$ cat config.mk
export PLATFORM = sky130hd
export DESIGN_NAME = analog_comparator_control
export DESIGN_NICKNAME = d
export VERILOG_FILES = /design/src/verilog/comparator_pkg.sv /design/src/verilog/cmp_sync_if.sv /design/src/verilog/cmp_input_sync.sv /design/src/verilog/analog_comparator_control.sv
export SDC_FILE = /design/constraint.sdc
export NUM_CORES = 1
export LEC_CHECK = 0
export ABC_AREA = 1
export BUFFER_PORTS_ARGS = -buffer_cell sky130_fd_sc_hd__buf_4
export CAP_MARGIN = 20
export CORE_MARGIN = 10
export CORE_UTILIZATION = 45
export CTS_CLUSTER_SIZE = 20
export DETAILED_ROUTE_END_ITERATION = 12
export GPL_TIMING_DRIVEN = 0
export PLACE_DENSITY_LB_ADDON = 0.12
export SLEW_MARGIN = 20
export SYNTH_ARGS = -nofsm -noshare
export SYNTH_HDL_FRONTEND = slang
export SYNTH_SLANG_ARGS = --single-unit
$ cat constraint.sdc
create_clock -name clk_sys -period 1.17 [get_ports clk_sys]
set_input_delay 0 -clock clk_sys [delete_from_list [all_inputs] [get_ports clk_sys]]
set_output_delay 0 -clock clk_sys [all_outputs]
set_load 0.1 [all_outputs]
$ cat src/verilog/comparator_pkg.sv
// Shared constants for the analog comparator control logic.
// Assumes one byte-wide special-function register bus on clk_sys.
package comparator_pkg;

   // Register location on the special-function register bus
   localparam logic [7:0] CTRL_ADDR        = 8'h9a;
   localparam logic [7:0] CTRL_PAGE        = 8'h00;
   localparam logic [7:0] CTRL_RESET       = 8'h00;

   // Field positions inside comparator_control
   localparam int         ENABLE_BIT       = 7;
   localparam int         OUT_STATE_BIT    = 6;
   localparam int         RISE_FLAG_BIT    = 5;
   localparam int         FALL_FLAG_BIT    = 4;
   localparam int         POS_HYST_MSB     = 3;
   localparam int         POS_HYST_LSB     = 2;
   localparam int         NEG_HYST_MSB     = 1;
   localparam int         NEG_HYST_LSB     = 0;

   // Hysteresis select encodings, same for both fields
   localparam logic [1:0] HYST_OFF         = 2'h0;
   localparam logic [1:0] HYST_5MV         = 2'h1;
   localparam logic [1:0] HYST_10MV        = 2'h2;
   localparam logic [1:0] HYST_20MV        = 2'h3;

   // Synchroniser depth for the analog comparator result
   localparam int         SYNC_STAGES      = 3;

   typedef logic [1:0] hyst_sel_t;

endpackage

$ cat src/verilog/cmp_sync_if.sv
// Carrier between the input synchroniser and the register logic.
// Assumes both ends run on clk_sys.
`timescale 1ns/1ps
interface cmp_sync_if;
   logic state;   // Filtered comparator result
   logic rise;    // One-cycle pulse, accepted low-to-high change
   logic fall;    // One-cycle pulse, accepted high-to-low change

   modport producer (output state, output rise, output fall);
   modport consumer (input state, input rise, input fall);
endinterface

$ cat src/verilog/cmp_input_sync.sv
// Synchroniser and edge detector for the comparator result.
// Assumes raw_in is asynchronous to clk_sys; ce freezes all state.
`timescale 1ns/1ps
module cmp_input_sync
   import comparator_pkg::*;
(
   input  wire logic       clk_sys,
   input  wire logic       reset,
   input  wire logic       ce,
   input  wire logic       raw_in,
   cmp_sync_if.producer    sync
);

   logic [SYNC_STAGES-1:0] sync_q;
   logic                   state_q;
   logic                   agree;

   // The agree test reads stages 1 and 2 by index, so the depth is fixed
   if (SYNC_STAGES != 3) begin : g_depth_check
      $error("synchroniser depth must be three stages");
   end

   // Three-stage shift; stage 0 feeds stage 1 only
   always_ff @(posedge clk_sys) begin
      if (reset) begin
         sync_q <= '0;
      end else if (ce) begin
         sync_q <= {sync_q[SYNC_STAGES-2:0], raw_in};
      end
   end

   // A change counts only once the last two stages agree
   assign agree = (sync_q[1] == sync_q[2]);

   always_ff @(posedge clk_sys) begin
      if (reset) begin
         state_q <= 1'b0;
      end else if (ce && agree) begin
         state_q <= sync_q[2];
      end
   end

   // Edge pulses lead the state update by one edge
   assign sync.state = state_q;
   assign sync.rise  = ce && agree && sync_q[2] && !state_q;
   assign sync.fall  = ce && agree && !sync_q[2] && state_q;

   property p_rise_sets_state;
      @(posedge clk_sys) disable iff (reset)
      sync.rise |=> state_q;
   endproperty
   a_rise_sets_state: assert property (p_rise_sets_state)
      else $error("rise pulse without state going high");

   property p_fall_clears_state;
      @(posedge clk_sys) disable iff (reset)
      sync.fall |=> !state_q;
   endproperty
   a_fall_clears_state: assert property (p_fall_clears_state)
      else $error("fall pulse without state going low");

endmodule

$ cat src/verilog/analog_comparator_control.sv
// Control and status register for the analog comparator.
// Assumes the processor bus presents address, page and strobes on clk_sys,
// and that the analog comparator result arrives asynchronously.
`timescale 1ns/1ps

// Operation
// - Bit 6 reads 1 when the positive input is above the negative input and 0 otherwise.
// - Bit 5 is set by a low-to-high change of the comparator result and stays set.
// - Bit 4 is set by a high-to-low change of the comparator result and stays set.
// - Hardware never clears the edge flags; a software write of 0 clears them unless an edge arrives in the same cycle.
// - Bits 3:2 pick positive hysteresis: off, 5 mV, 10 mV or 20 mV.
// - Bits 1:0 pick negative hysteresis with the same encoding.
// - Spurious edges after power-on or a setting change are recorded, not suppressed.
module analog_comparator_control
   import comparator_pkg::*;
(
   input  wire logic       clk_sys,
   input  wire logic       reset,
   input  wire logic       ce,
   input  wire logic [7:0] sfr_addr,
   input  wire logic [7:0] sfr_page,
   input  wire logic       sfr_wr,
   input  wire logic       sfr_rd,
   input  wire logic [7:0] sfr_wdata,
   output logic      [7:0] sfr_rdata,
   input  wire logic       cmp_result,
   output logic            comparator_enable,
   output hyst_sel_t       positive_hysteresis_select,
   output hyst_sel_t       negative_hysteresis_select
);

   cmp_sync_if             cmp_sig ();

   logic                   enable_q;
   logic                   rise_flag_q;
   logic                   rise_flag_d;
   logic                   fall_flag_q;
   logic                   fall_flag_d;
   hyst_sel_t              pos_hyst_q;
   hyst_sel_t              neg_hyst_q;
   logic [7:0]             rdata_q;
   logic                   hit;
   logic                   wr_hit;
   logic                   rd_hit;
   logic                   rise_event;
   logic                   fall_event;
   logic [7:0]             ctrl_view;

   // Result synchroniser and edge detector
   cmp_input_sync u_sync (
      .clk_sys (clk_sys),
      .reset   (reset),
      .ce      (ce),
      .raw_in  (cmp_result),
      .sync    (cmp_sig.producer)
   );

   // Address decode; both address and page must match
   assign hit    = (sfr_addr == CTRL_ADDR) && (sfr_page == CTRL_PAGE);
   assign wr_hit = ce && sfr_wr && hit;
   assign rd_hit = ce && sfr_rd && hit;

   // Edges only count while enabled; no blanking after settings change
   assign rise_event = cmp_sig.rise && enable_q;
   assign fall_event = cmp_sig.fall && enable_q;

   // Enable bit
   always_ff @(posedge clk_sys) begin
      if (reset) begin
         enable_q <= CTRL_RESET[ENABLE_BIT];
      end else if (wr_hit) begin
         enable_q <= sfr_wdata[ENABLE_BIT];
      end
   end

   // Hysteresis fields, decoded by the analog front end
   always_ff @(posedge clk_sys) begin
      if (reset) begin
         pos_hyst_q <= CTRL_RESET[POS_HYST_MSB:POS_HYST_LSB];
         neg_hyst_q <= CTRL_RESET[NEG_HYST_MSB:NEG_HYST_LSB];
      end else if (wr_hit) begin
         pos_hyst_q <= sfr_wdata[POS_HYST_MSB:POS_HYST_LSB];
         neg_hyst_q <= sfr_wdata[NEG_HYST_MSB:NEG_HYST_LSB];
      end
   end

   // Sticky flags: an edge in the write cycle beats the clear
   always_comb begin
      rise_flag_d = rise_flag_q;
      fall_flag_d = fall_flag_q;
      if (wr_hit) begin
         rise_flag_d = sfr_wdata[RISE_FLAG_BIT];
         fall_flag_d = sfr_wdata[FALL_FLAG_BIT];
      end
      if (rise_event) begin
         rise_flag_d = 1'b1;
      end
      if (fall_event) begin
         fall_flag_d = 1'b1;
      end
   end

   // Flag registers; ce low holds them as they are
   always_ff @(posedge clk_sys) begin
      if (reset) begin
         rise_flag_q <= CTRL_RESET[RISE_FLAG_BIT];
         fall_flag_q <= CTRL_RESET[FALL_FLAG_BIT];
      end else if (ce) begin
         rise_flag_q <= rise_flag_d;
         fall_flag_q <= fall_flag_d;
      end
   end

   // Register image; output state is read-only
   always_comb begin
      ctrl_view                             = 8'h00;
      ctrl_view[ENABLE_BIT]                 = enable_q;
      ctrl_view[OUT_STATE_BIT]              = cmp_sig.state;
      ctrl_view[RISE_FLAG_BIT]              = rise_flag_q;
      ctrl_view[FALL_FLAG_BIT]              = fall_flag_q;
      ctrl_view[POS_HYST_MSB:POS_HYST_LSB]  = pos_hyst_q;
      ctrl_view[NEG_HYST_MSB:NEG_HYST_LSB]  = neg_hyst_q;
   end

   // Read data registered one cycle after the strobe; misses read zero
   always_ff @(posedge clk_sys) begin
      if (reset) begin
         rdata_q <= 8'h00;
      end else if (ce) begin
         rdata_q <= rd_hit ? ctrl_view : 8'h00;
      end
   end

   assign sfr_rdata                  = rdata_q;
   assign comparator_enable          = enable_q;
   assign positive_hysteresis_select = pos_hyst_q;
   assign negative_hysteresis_select = neg_hyst_q;

   // Read of bit 6 shows the filtered result of the read cycle
   property p_read_out_state;
      @(posedge clk_sys) disable iff (reset)
      rd_hit |=> (sfr_rdata[OUT_STATE_BIT] == $past(cmp_sig.state));
   endproperty
   a_read_out_state: assert property (p_read_out_state)
      else $error("read of output state bit is wrong");

   property p_rise_sets_flag;
      @(posedge clk_sys) disable iff (reset)
      (cmp_sig.rise && enable_q) |=> rise_flag_q;
   endproperty
   a_rise_sets_flag: assert property (p_rise_sets_flag)
      else $error("rising edge did not set flag");

   property p_fall_sets_flag;
      @(posedge clk_sys) disable iff (reset)
      (cmp_sig.fall && enable_q) |=> fall_flag_q;
   endproperty
   a_fall_sets_flag: assert property (p_fall_sets_flag)
      else $error("falling edge did not set flag");

   property p_flags_hold;
      @(posedge clk_sys) disable iff (reset)
      (rise_flag_q && !wr_hit) |=> rise_flag_q;
   endproperty
   a_flags_hold: assert property (p_flags_hold)
      else $error("rising flag cleared without a write");

   property p_write_zero_clears;
      @(posedge clk_sys) disable iff (reset)
      (wr_hit && !sfr_wdata[FALL_FLAG_BIT] && !fall_event) |=> !fall_flag_q;
   endproperty
   a_write_zero_clears: assert property (p_write_zero_clears)
      else $error("write of zero did not clear falling flag");

   property p_pos_hyst_write;
      @(posedge clk_sys) disable iff (reset)
      wr_hit |=> (positive_hysteresis_select == $past(sfr_wdata[POS_HYST_MSB:POS_HYST_LSB]));
   endproperty
   a_pos_hyst_write: assert property (p_pos_hyst_write)
      else $error("positive hysteresis select not taken");

   property p_neg_hyst_write;
      @(posedge clk_sys) disable iff (reset)
      wr_hit |=> (negative_hysteresis_select == $past(sfr_wdata[NEG_HYST_MSB:NEG_HYST_LSB]));
   endproperty
   a_neg_hyst_write: assert property (p_neg_hyst_write)
      else $error("negative hysteresis select not taken");

   property p_edge_after_setting_change;
      @(posedge clk_sys) disable iff (reset)
      (wr_hit && sfr_wdata[ENABLE_BIT]) ##1 cmp_sig.rise |=> rise_flag_q;
   endproperty
   a_edge_after_setting_change: assert property (p_edge_after_setting_change)
      else $error("edge right after enable was dropped");

   property p_disabled_no_set;
      @(posedge clk_sys) disable iff (reset)
      (!enable_q && !wr_hit && !rise_flag_q && !fall_flag_q) |=> (!rise_flag_q && !fall_flag_q);
   endproperty
   a_disabled_no_set: assert property (p_disabled_no_set)
      else $error("edge flag set while disabled");

   // Falling flag is as sticky as the rising one
   property p_fall_flag_holds;
      @(posedge clk_sys) disable iff (reset)
      (fall_flag_q && !wr_hit) |=> fall_flag_q;
   endproperty
   a_fall_flag_holds: assert property (p_fall_flag_holds)
      else $error("falling flag cleared without a write");

   property p_write_zero_clears_rise;
      @(posedge clk_sys) disable iff (reset)
      (wr_hit && !sfr_wdata[RISE_FLAG_BIT] && !rise_event) |=> !rise_flag_q;
   endproperty
   a_write_zero_clears_rise: assert property (p_write_zero_clears_rise)
      else $error("write of zero did not clear rising flag");

   // Clock enable low freezes every register, flags included
   property p_ce_low_freezes;
      @(posedge clk_sys) disable iff (reset)
      !ce |=> ($stable(enable_q) && $stable(rise_flag_q) && $stable(fall_flag_q)
               && $stable(pos_hyst_q) && $stable(neg_hyst_q) && $stable(sfr_rdata));
   endproperty
   a_ce_low_freezes: assert property (p_ce_low_freezes)
      else $error("state moved while clock enable was low");

   // Read data stands for one enabled cycle only, then falls back to zero
   property p_rdata_idle_zero;
      @(posedge clk_sys) disable iff (reset)
      (ce && !rd_hit) |=> (sfr_rdata == 8'h00);
   endproperty
   a_rdata_idle_zero: assert property (p_rdata_idle_zero)
      else $error("read data not zero outside a read");

endmodule

==> impl_metrics.toml, run 1 <==
[grt]
grt_antenna_before_repair = 0
grt_pass1_vias = 1021
gr-usage-all-layers = 0.1253
grt_pass1_wl_um = 4388
grt_max_degree = 12
globalRouteOverflowTotal = 0

[detailed_routing]
drtIter0Drc = 52
drc = 0
first_pass_iters = 4
num_vias = 1037
totalWireLength_um = 2626
vias_per_cell = 4.801
wire_per_inst_um = 12.16
ant_nets = 0

[clocking]
cts_tree = "done"
clockBufferDepth = 2
htree_levels = 1
clkSinkCount = 19
cts_made_buffers = 3
cts_setup_buffers = 0
clock_latency_ns = 0.29
cts_root_buf = "clkbuf_4"
clk_pin_slew_worst_paths_ns = 0.11

[finish]
final_layout_size_suffix_gt1_frac = 0.3968
layout_commonest_cell = "buf_4"
final_cell_mix = "buf_4, nand2_1, nor2_1"
syn2layout_area_growth_pct = 49.73
diodes = 0
fin_cells = 216
fin_nets = 220

[floorplanning]
ioPinCount = 43
start_util = 0.4719
die_w_um = 65.36
fp.coreArea_sq_um = 1962
rows = 16
dieHeight_um = 65.36
dieArea_sq_um = 4272

[yosys]
netlist_area_sq_um = 925.9
synth_top_area_frac = 0.4108
synth.area.top_cells = "dfxtp_1, nand2_1, nor2_1, inv_1, nand4_1"
synthCells = 137
yosysWarningCount = 0
syn_area_per_cell_sq_um = 6.758
ys_types = 19
synth_seq_area_share = 0.4108
synth_top_cell_by_area = "dfxtp_1"
synth_nets = 167
synth-seq-cells = 19

[job]
max_cap_viol_count = 0

[setup_path]
cpLargestDelayFamily = "flip-flops"
reg2regPathDepth = 7
endpoint_kind = "output pin"
path_buf_inv = 1
slowest_delay_ns = 0.42
path_max_fanout = 7
cp_data_required_time_ns = 1.17
crit_type = "reg -> out"
worst_path_max_delay_cell = "dfxtp_2"
cp.arrival_ns = 1.03
critPathLaunch = "comparator_enable"
path_cells = "buf_4"
cp_num_cells = 1
start_kind = "register"
r2r-start = "u_sync.sync_q[1]"

[placement]
place_inst = 205
dp_hpwl_um = 2106
port_buffers = 41
place.gp.congestion = 0.8075

[sta]
setup_tns_ns = 0
min_period_ns = 1.032
hold_violations = 0
hold_ws_ns = 0.02431
fmax_mhz = 969.3
skew_ns = 0.005953
tightest_slew_ns = 0.4215
finalSetupViolCount = 0
slew_headroom = 0.7190
post-route-period-util = 0.8817
final-max-slew-violation-count = 0
grt_setup_unrepaired = "false"

[run_status]
status = "completed"

[power_and_ir_drop]
peakVddDrop_mv = 0.5409
p_per_area_nw_per_um2 = 828.1
leakagePower_nw = 0.6507
power_w = 0.001148

[min_path]
holdCritStartpoint = "sfr_wdata[5]"
hold_class = "in -> reg"
hold_depth = 5
-- cells in the mapped netlist --
cell type	count
nor2_2	4
a31oi_1	1
nand2_1	27
o21ai_1	5
nor3_2	1
buf_6	1
nand2_2	5
nand4_1	10
xor2_1	1
dfxtp_1	19
inv_1	19
nand3_2	1
nand3_1	2
nor2_1	24
a21oi_1	11
inv_2	1
clkbuf_1	1
o21ai_0	3
buf_2	1
-- routing by layer --
layer | vias up | GRT usage | routed length (um)
met5 | - | 0 | 0
met4 | 0 | 0.04545 | 32
met3 | 6 | 0.05085 | 221
met2 | 37 | 0.2244 | 1356
met1 | 453 | 0.1278 | 1015
li1 | 541 | - | -
-- cell families (layout without fill, tap and decap cells) --
family / Yosys count / in the layout / share of synthesized area
compound gates: 20 / 20 / 0.1095
simple gates: 74 / 74 / 0.3676
xor+xnor: 1 / 1 / 0.009461
flops: 19 / 19 / 0.4108
buf+inv: 23 / 75 / 0.1027
-- power breakdown --
| group | total, W | switching, W | leakage (nW) | internal [W] |
|---|---|---|---|---|
| Combinational | 0.000166 | 0.0000693 | 0.472 | 0.0000970 |
| Clock | 0.000323 | 0.000195 | 0.0177 | 0.000127 |
| Sequential | 0.000659 | 0.00000641 | 0.161 | 0.000653 |
| Total | 0.00115 | 0.000271 | 0.651 | 0.000877 |
-- area by class of cell --
type	count	area (sq um)
Fill cell	186	575.6
Multi-Input combinational cell	95	452.9
Sequential cell	19	399.1
Timing Repair Buffer	48	377.9
Inverter	20	75.07
Tap cell	27	33.78
Clock buffer	3	22.52
Buffer	3	20.02
Clock inverter	1	5.005
-- repair_timing --
item / 4_1_cts / 5_1_grt
hold buffers: 7 / 0
hold endpoints to repair: 7 / 0
setup endpoints to repair: 0 / 1
resized for setup: 0 / 3
-- final timing paths --
kind | end | slack [ns]
hold reg to reg | sfr_rdata[4] | 0.47
hold / removal | rise_flag_q | 0.02
setup reg to reg | rise_flag_q | 0.14
setup / recovery | comparator_enable | 0.14
-- flip-flops by register name, indices dropped and copies added, names as in the netlist --
| register | count |
|---|---|
| sfr_rdata | 8 |
| comparator_enable | 1 |
| u_sync.sync_q | 3 |
| fall_flag_q | 1 |
| u_sync.sync.state | 1 |
| positive_hysteresis_select | 2 |
| negative_hysteresis_select | 2 |
| rise_flag_q | 1 |
-- through the flow --
step	setup slack (ns)	utilization	instance area, sq um
floorplan	0.02152	-	942.2
global placement	0.1183	0.6543	1284
detailed placement	0.09022	0.6543	1284
CTS	0.06571	0.7041	1381
global route	0.01587	0.7066	1386
finish	0.1384	0.7066	1386
No activity file was read; power rests on OpenSTA's default activity.
==> run 2, diff against run 1 <==
Settings changed: ABC_AREA 1 to 0, CORE_MARGIN 10 to 5.
==> impl_metrics.toml, run 2 <==
[yosys]
synthMostInstantiatedCell = "dfxtp_1"
synth_nets = 126
async_reset_ff_frac = 0
synth-seq-cells = 19
yosysWarningCount = 0
ys_types = 26
netlist_area_sq_um = 918.4
synth-main-ff-cell = "dfxtp_1"
synth.area.top_cells = "dfxtp_1, nand4_1, a21oi_1, nand2b_1, o21ai_1"
synth_top_cell_by_area = "dfxtp_1"
synth-edff-count = 0
syn_area_per_cell_sq_um = 9.566
synthCells = 96
synth_top_area_frac = 0.4142
netlist_top_cells_count = "dfxtp_1, a21oi_1, nand4_1, nand2b_1, o21ai_1"
synth_seq_area_share = 0.4142

[setup_path]
worst_path_max_delay_cell = "dfxtp_2"
cpLargestDelayFamily = "flip-flops"
slowest_delay_ns = 0.38
ff2ff_setup_slack_ns = 0.22
crit_type = "reg -> out"
worstReg2RegEnd = "fall_flag_q"
path_max_fanout = 5
endpoint_kind = "output pin"
r2r-start = "u_sync.sync_q[1]"
path_buf_inv = 1
cp.arrival_ns = 0.97
cp_data_required_time_ns = 1.17
path_cells = "buf_4"
start_kind = "register"
reg2regPathDepth = 4

[grt]
grt_max_degree = 11
grt_pass1_wl_um = 3808
grt_antenna_before_repair = 0
grt_pass1_vias = 905
gr-usage-all-layers = 0.1742
globalRouteOverflowTotal = 0

[sta]
skew_ns = 0.0007185
min_period_ns = 0.9721
fmax_mhz = 1029
hold_violations = 0
slew_headroom = 0.7436
grt_setup_unrepaired = "false"
post-route-period-util = 0.8309
tightest_slew_ns = 0.3846
worst_slack_ns = 0.1979
finalSetupViolCount = 0
final-max-slew-violation-count = 0

[power_and_ir_drop]
p_per_area_nw_per_um2 = 839.0
switching_power_w = 0.0002498
power_w = 0.001133
clkPwrFrac = 0.286
combPwrFrac = 0.139
peakVddDrop_mv = 0.7726
leakagePower_nw = 0.5354
intPower_w = 0.0008829
power.share.sequential = 0.576
switching_share = 0.2206

[finish]
finalInstanceArea_sq_um = 1350
fill_cells = 175
final_layout_size_suffix_gt1_frac = 0.4552
final_cell_mix = "buf_4, a21oi_1, nand4_1, dfxtp_2, nand2b_1"
syn2layout_area_growth_pct = 47.00
largest_reg_flops = 8
diodes = 0
fin_nets = 176
layout_commonest_cell = "buf_4"

[placement]
place_worst_setup_slack_ns = -0.07815
place.gp.congestion = 0.7797
port_buffers = 38
dp_hpwl_um = 1729
placed_area_sq_um = 1254

[floorplanning]
fp.coreArea_sq_um = 1962
dieHeight_um = 55.18
rows = 16
start_util = 0.4681
dieArea_sq_um = 3044
ioPinCount = 43
die_w_um = 55.18

[clocking]
cts_root_buf = "clkbuf_4"
holdBufCountCts = 7
clock_latency_ns = 0.29
clk_pin_slew_worst_paths_ns = 0.10
cts_setup_buffers = 0
cts_made_buffers = 3
htree_levels = 1
clkSinkCount = 19
clockBufferDepth = 2
cts_tree = "done"
cts_resized = 0

[detailed_routing]
vias_per_cell = 5.215
num_vias = 897
totalWireLength_um = 2316
ant_nets = 0
first_pass_iters = 4
drc = 0
drtIter0Drc = 6
wire_per_inst_um = 13.47

[min_path]
hold_depth = 3
holdCritStartpoint = "ce"
hold_class = "in -> reg"
worstHoldEndpoint = "u_sync.sync_q[2]"

[job]
max_cap_viol_count = 0

[run_status]
status = "completed"
run 2: cell count changes in the layout (fill, tap and decap cells not counted), sizes merged, moves of 5 or more:
cell,previous run,this run
nand2b,0,11
a21oi,11,16
nor2,28,3
inv,20,1
nand2,32,3
run 2: final cells by class:
type	instances	area, sq um	area share
multi-input cells	68	449.2	0.3327
flip-flops and latches	19	396.6	0.2938
repair buffers	45	355.3	0.2632
plain buffers	8	85.08	0.06302
well taps	27	33.78	0.02502
clock buffers	4	26.28	0.01946
inverters	1	3.754	0.002780
run 2: per-stage QoR:
stage | hold slack [ns] | TNS, ns | util | cells
after CTS | 0.002869 | 0 | 0.6881 | 172
final | 0.004396 | 0 | 0.6881 | 172
after detailed placement | 0.2439 | -0.5686 | 0.6390 | 161
after global routing | 0.004512 | 0 | 0.6881 | 172
after global placement | 0.2370 | -0.3634 | 0.6390 | 161
after floorplan | 0.1441 | 0 | - | 96
run 2: how the worst max path moves through the flow:
stage,from,end,slack [ns],cells past startpoint
after floorplan,comparator_enable,rise_flag_q,0.02,4
after global placement,sfr_page[1],positive_hysteresis_select[1],-0.05,5
after detailed placement,sfr_page[1],comparator_enable,-0.08,5
after CTS,comparator_enable,comparator_enable,0.19,1
after global routing,u_sync.sync_q[1],fall_flag_q,0.12,4
final,comparator_enable,comparator_enable,0.20,1
run 2: worst register-to-register path: cells and delay by family (launching register included):
| kind | cells | cell delay (ns) |
|---|---|---|
| AOI/OAI and AO/OA | 2 | 0.22 |
| DFF | 1 | 0.34 |
| and+or+nand+nor | 2 | 0.34 |
run 2: cells by family after synthesis:
group,count (synthesis),share of synthesized area
muxes,2,0.02180
AOI/OAI and AO/OA,26,0.1526
DFF,19,0.4142
and+or+nand+nor,40,0.3147
buffers and inverters,9,0.09672
run 2: metal layers:
| layer | up-vias | GRT usage | share of wire |
|---|---|---|---|
| li1 | 453 | - | - |
| met2 | 24 | 0.3287 | 0.53 |
| met4 | 0 | 0.03644 | 0.0043 |
| met5 | - | 0 | 0 |
| met3 | 2 | 0.05630 | 0.054 |
| met1 | 418 | 0.1872 | 0.41 |
run 2: power groups by stage:
| stage | clock, W | sequential (W) | combinational, W |
|---|---|---|---|
| 4_1_cts | 0.000335 | 0.000652 | 0.000158 |
| 5_1_grt | 0.000366 | 0.000653 | 0.000170 |
| 2_1_floorplan | 0 | 0.000666 | 0.0000553 |
| 6_report | 0.000324 | 0.000652 | 0.000157 |
| 3_5_place_dp | 0 | 0.000667 | 0.000139 |
| 3_3_place_gp | 0 | 0.000667 | 0.000135 |
==> run 3, diff against run 2 <==
Settings changed: ABC_AREA 0 to 1, CORE_UTILIZATION 45 to 40.
Clock period 1.17 ns to 0.85 ns, I/O delays scaled along.
==> impl_metrics.toml, run 3 (synthesis gave the netlist of run 1 again) <==
[run_status]
status = "finished with violations"
violations = "setup timing"

[clocking]
clock_latency_ns = 0.29
clkSinkCount = 19
clk_pin_slew_worst_paths_ns = 0.10
cts_root_buf = "clkbuf_4"
htree_levels = 1
cts_made_buffers = 3
cts_tree = "done"
clockBufferDepth = 2

[placement]
place.gp.congestion = 0.8581
place_worst_setup_slack_ns = -0.1627
port_buffers = 41
placed_area_sq_um = 1320
place_inst = 206
dp_hpwl_um = 1836

[setup_path]
cp_data_required_time_ns = 1.05
path_buf_inv = 0
path_cells = "nor3_4, nand3_1, nand2_1, nand2_1, nand2_1, nor2_1"
worst_path_max_delay_cell = "dfxtp_4"
crit_type = "reg -> reg"
endpoint_kind = "register"
worstReg2RegEnd = "fall_flag_q"
reg2regPathDepth = 6
r2r-start = "u_sync.sync_q[1]"
cpLargestDelayFamily = "simple AND/OR/NAND/NOR gates"
ff2ff_setup_slack_ns = -0.12
critPathMostFrequentCell = "nand2_1"
start_kind = "register"
cp.arrival_ns = 1.17
slowest_delay_ns = 0.39
path_max_fanout = 5

[floorplanning]
ioPinCount = 43
start_util = 0.4186
dieHeight_um = 58.11
fp.coreArea_sq_um = 2212
dieArea_sq_um = 3377
rows = 17
die_w_um = 58.11

[finish]
fill_cells = 170
diodes = 0
fin_nets = 224
final_cell_mix = "buf_4, nand2_1, nor2_1"
finalInstanceArea_sq_um = 1649
syn2layout_area_growth_pct = 78.11
fin_util = 0.7455
final_layout_size_suffix_gt1_frac = 0.4197
largest_reg_flops = 8
fin_cells = 221
layout_commonest_cell = "buf_4"

[min_path]
hold_depth = 5
holdCritStartpoint = "sfr_wdata[4]"
hold_class = "in -> reg"
worstHoldEndpoint = "fall_flag_q"

[sta]
fmax_mhz = 1032
slew_headroom = 0.7165
final-max-slew-violation-count = 0
skew_ns = 0.003639
grt_setup_unrepaired = "true"
tightest_slew_ns = 0.4252
finalSetupViolCount = 4
min_period_ns = 0.9692
post-route-period-util = 1.140
worst_slack_ns = -0.1192
hold_violations = 0
setup_tns_ns = -0.2494

[detailed_routing]
totalWireLength_um = 2636
drc = 0
vias_per_cell = 4.724
drtIter0Drc = 8
wire_per_inst_um = 11.93
num_vias = 1044
ant_nets = 0
first_pass_iters = 4

[power_and_ir_drop]
leakagePower_nw = 0.7116
clkPwrFrac = 0.289
switching_share = 0.2441
peakVddDrop_mv = 0.6413
intPower_w = 0.001173
combPwrFrac = 0.153
power.share.sequential = 0.558
switching_power_w = 0.0003789
p_per_area_nw_per_um2 = 941.3

[grt]
grt_pass1_vias = 1026
grt_max_degree = 11
globalRouteOverflowTotal = 0
gr-usage-all-layers = 0.1684
grt_antenna_before_repair = 0
grt_pass1_wl_um = 4326

[job]
max_cap_viol_count = 0
==> run 3: cell count changes in the layout (fill, tap and decap cells not counted), sizes merged, moves of 2 or more <==
| cell | previous run | this run |
|---|---|---|
| nor3b | 2 | 0 |
| nand3 | 1 | 3 |
| clkbuf | 7 | 5 |
| a21oi | 16 | 11 |
| nand4 | 13 | 10 |
| nand2 | 3 | 32 |
| nand2b | 11 | 0 |
| nor2 | 3 | 28 |
| inv | 1 | 20 |
| buf | 43 | 47 |
| a41oi | 2 | 0 |
| mux2i | 2 | 0 |
==> run 3: worst reg2reg max path, stage by stage, from the launching register on <==
cell,delay [ns]
dfxtp_4,0.39
nor3_4,0.19
nand3_1,0.09
nand2_1,0.08
nand2_1,0.05
nand2_1,0.05
nor2_1,0.04
==> run 3: layout make-up <==
cell class / instances / area [sq um] / area share
clock buffers: 4 / 26.28 / 0.01593
flip-flops and latches: 19 / 437.9 / 0.2656
plain buffers: 3 / 20.02 / 0.01214
well taps: 28 / 35.03 / 0.02124
inverters: 20 / 75.07 / 0.04552
multi-input cells: 95 / 476.7 / 0.2891
repair buffers: 52 / 578.1 / 0.3505
==> run 3: power groups by stage <==
stage	registers [W]	clock network [W]	logic, W
2_1_floorplan	0.000885	0	0.0000767
3_3_place_gp	0.000886	0	0.000198
3_5_place_dp	0.000887	0	0.000205
4_1_cts	0.000866	0.000472	0.000236
5_1_grt	0.000868	0.000520	0.000261
6_report	0.000867	0.000448	0.000237
==> run 3: worst max-delay path by stage <==
stage	slack [ns]	cells past startpoint	endpoint	start
2_1_floorplan	-0.13	5	fall_flag_q	comparator_enable
5_1_grt	-0.19	6	fall_flag_q	u_sync.sync_q[1]
4_1_cts	-0.12	7	rise_flag_q	u_sync.sync_q[2]
3_3_place_gp	-0.14	7	rise_flag_q	u_sync.sync_q[1]
6_report	-0.12	6	fall_flag_q	u_sync.sync_q[1]
3_5_place_dp	-0.16	7	rise_flag_q	u_sync.sync_q[1]
==> run 3: per-layer routing <==
metal | routed length [um] | track usage
met2 | 1414 | 0.3226
met4 | 48 | 0.07947
met5 | 0 | 0
met3 | 141 | 0.03341
met1 | 1032 | 0.1718
==> run 3: per-stage QoR <==
step                      total power (W)  hold slack (ns)
after floorplan                 0.0009617           0.1349
after global placement           0.001084           0.2220
after detailed placement         0.001092           0.2413
after CTS                        0.001574         0.006871
after global routing             0.001649          0.02413
final                            0.001552          0.01449
==> run 3: timing repair <==
item,in CTS,in global routing
hold buffers,7,0
setup buffers,4,0
pin swaps,5,1
resized for setup,45,5
endpoints found under the hold margin,7,0
cloned,0,0
endpoints found under the setup margin,15,19
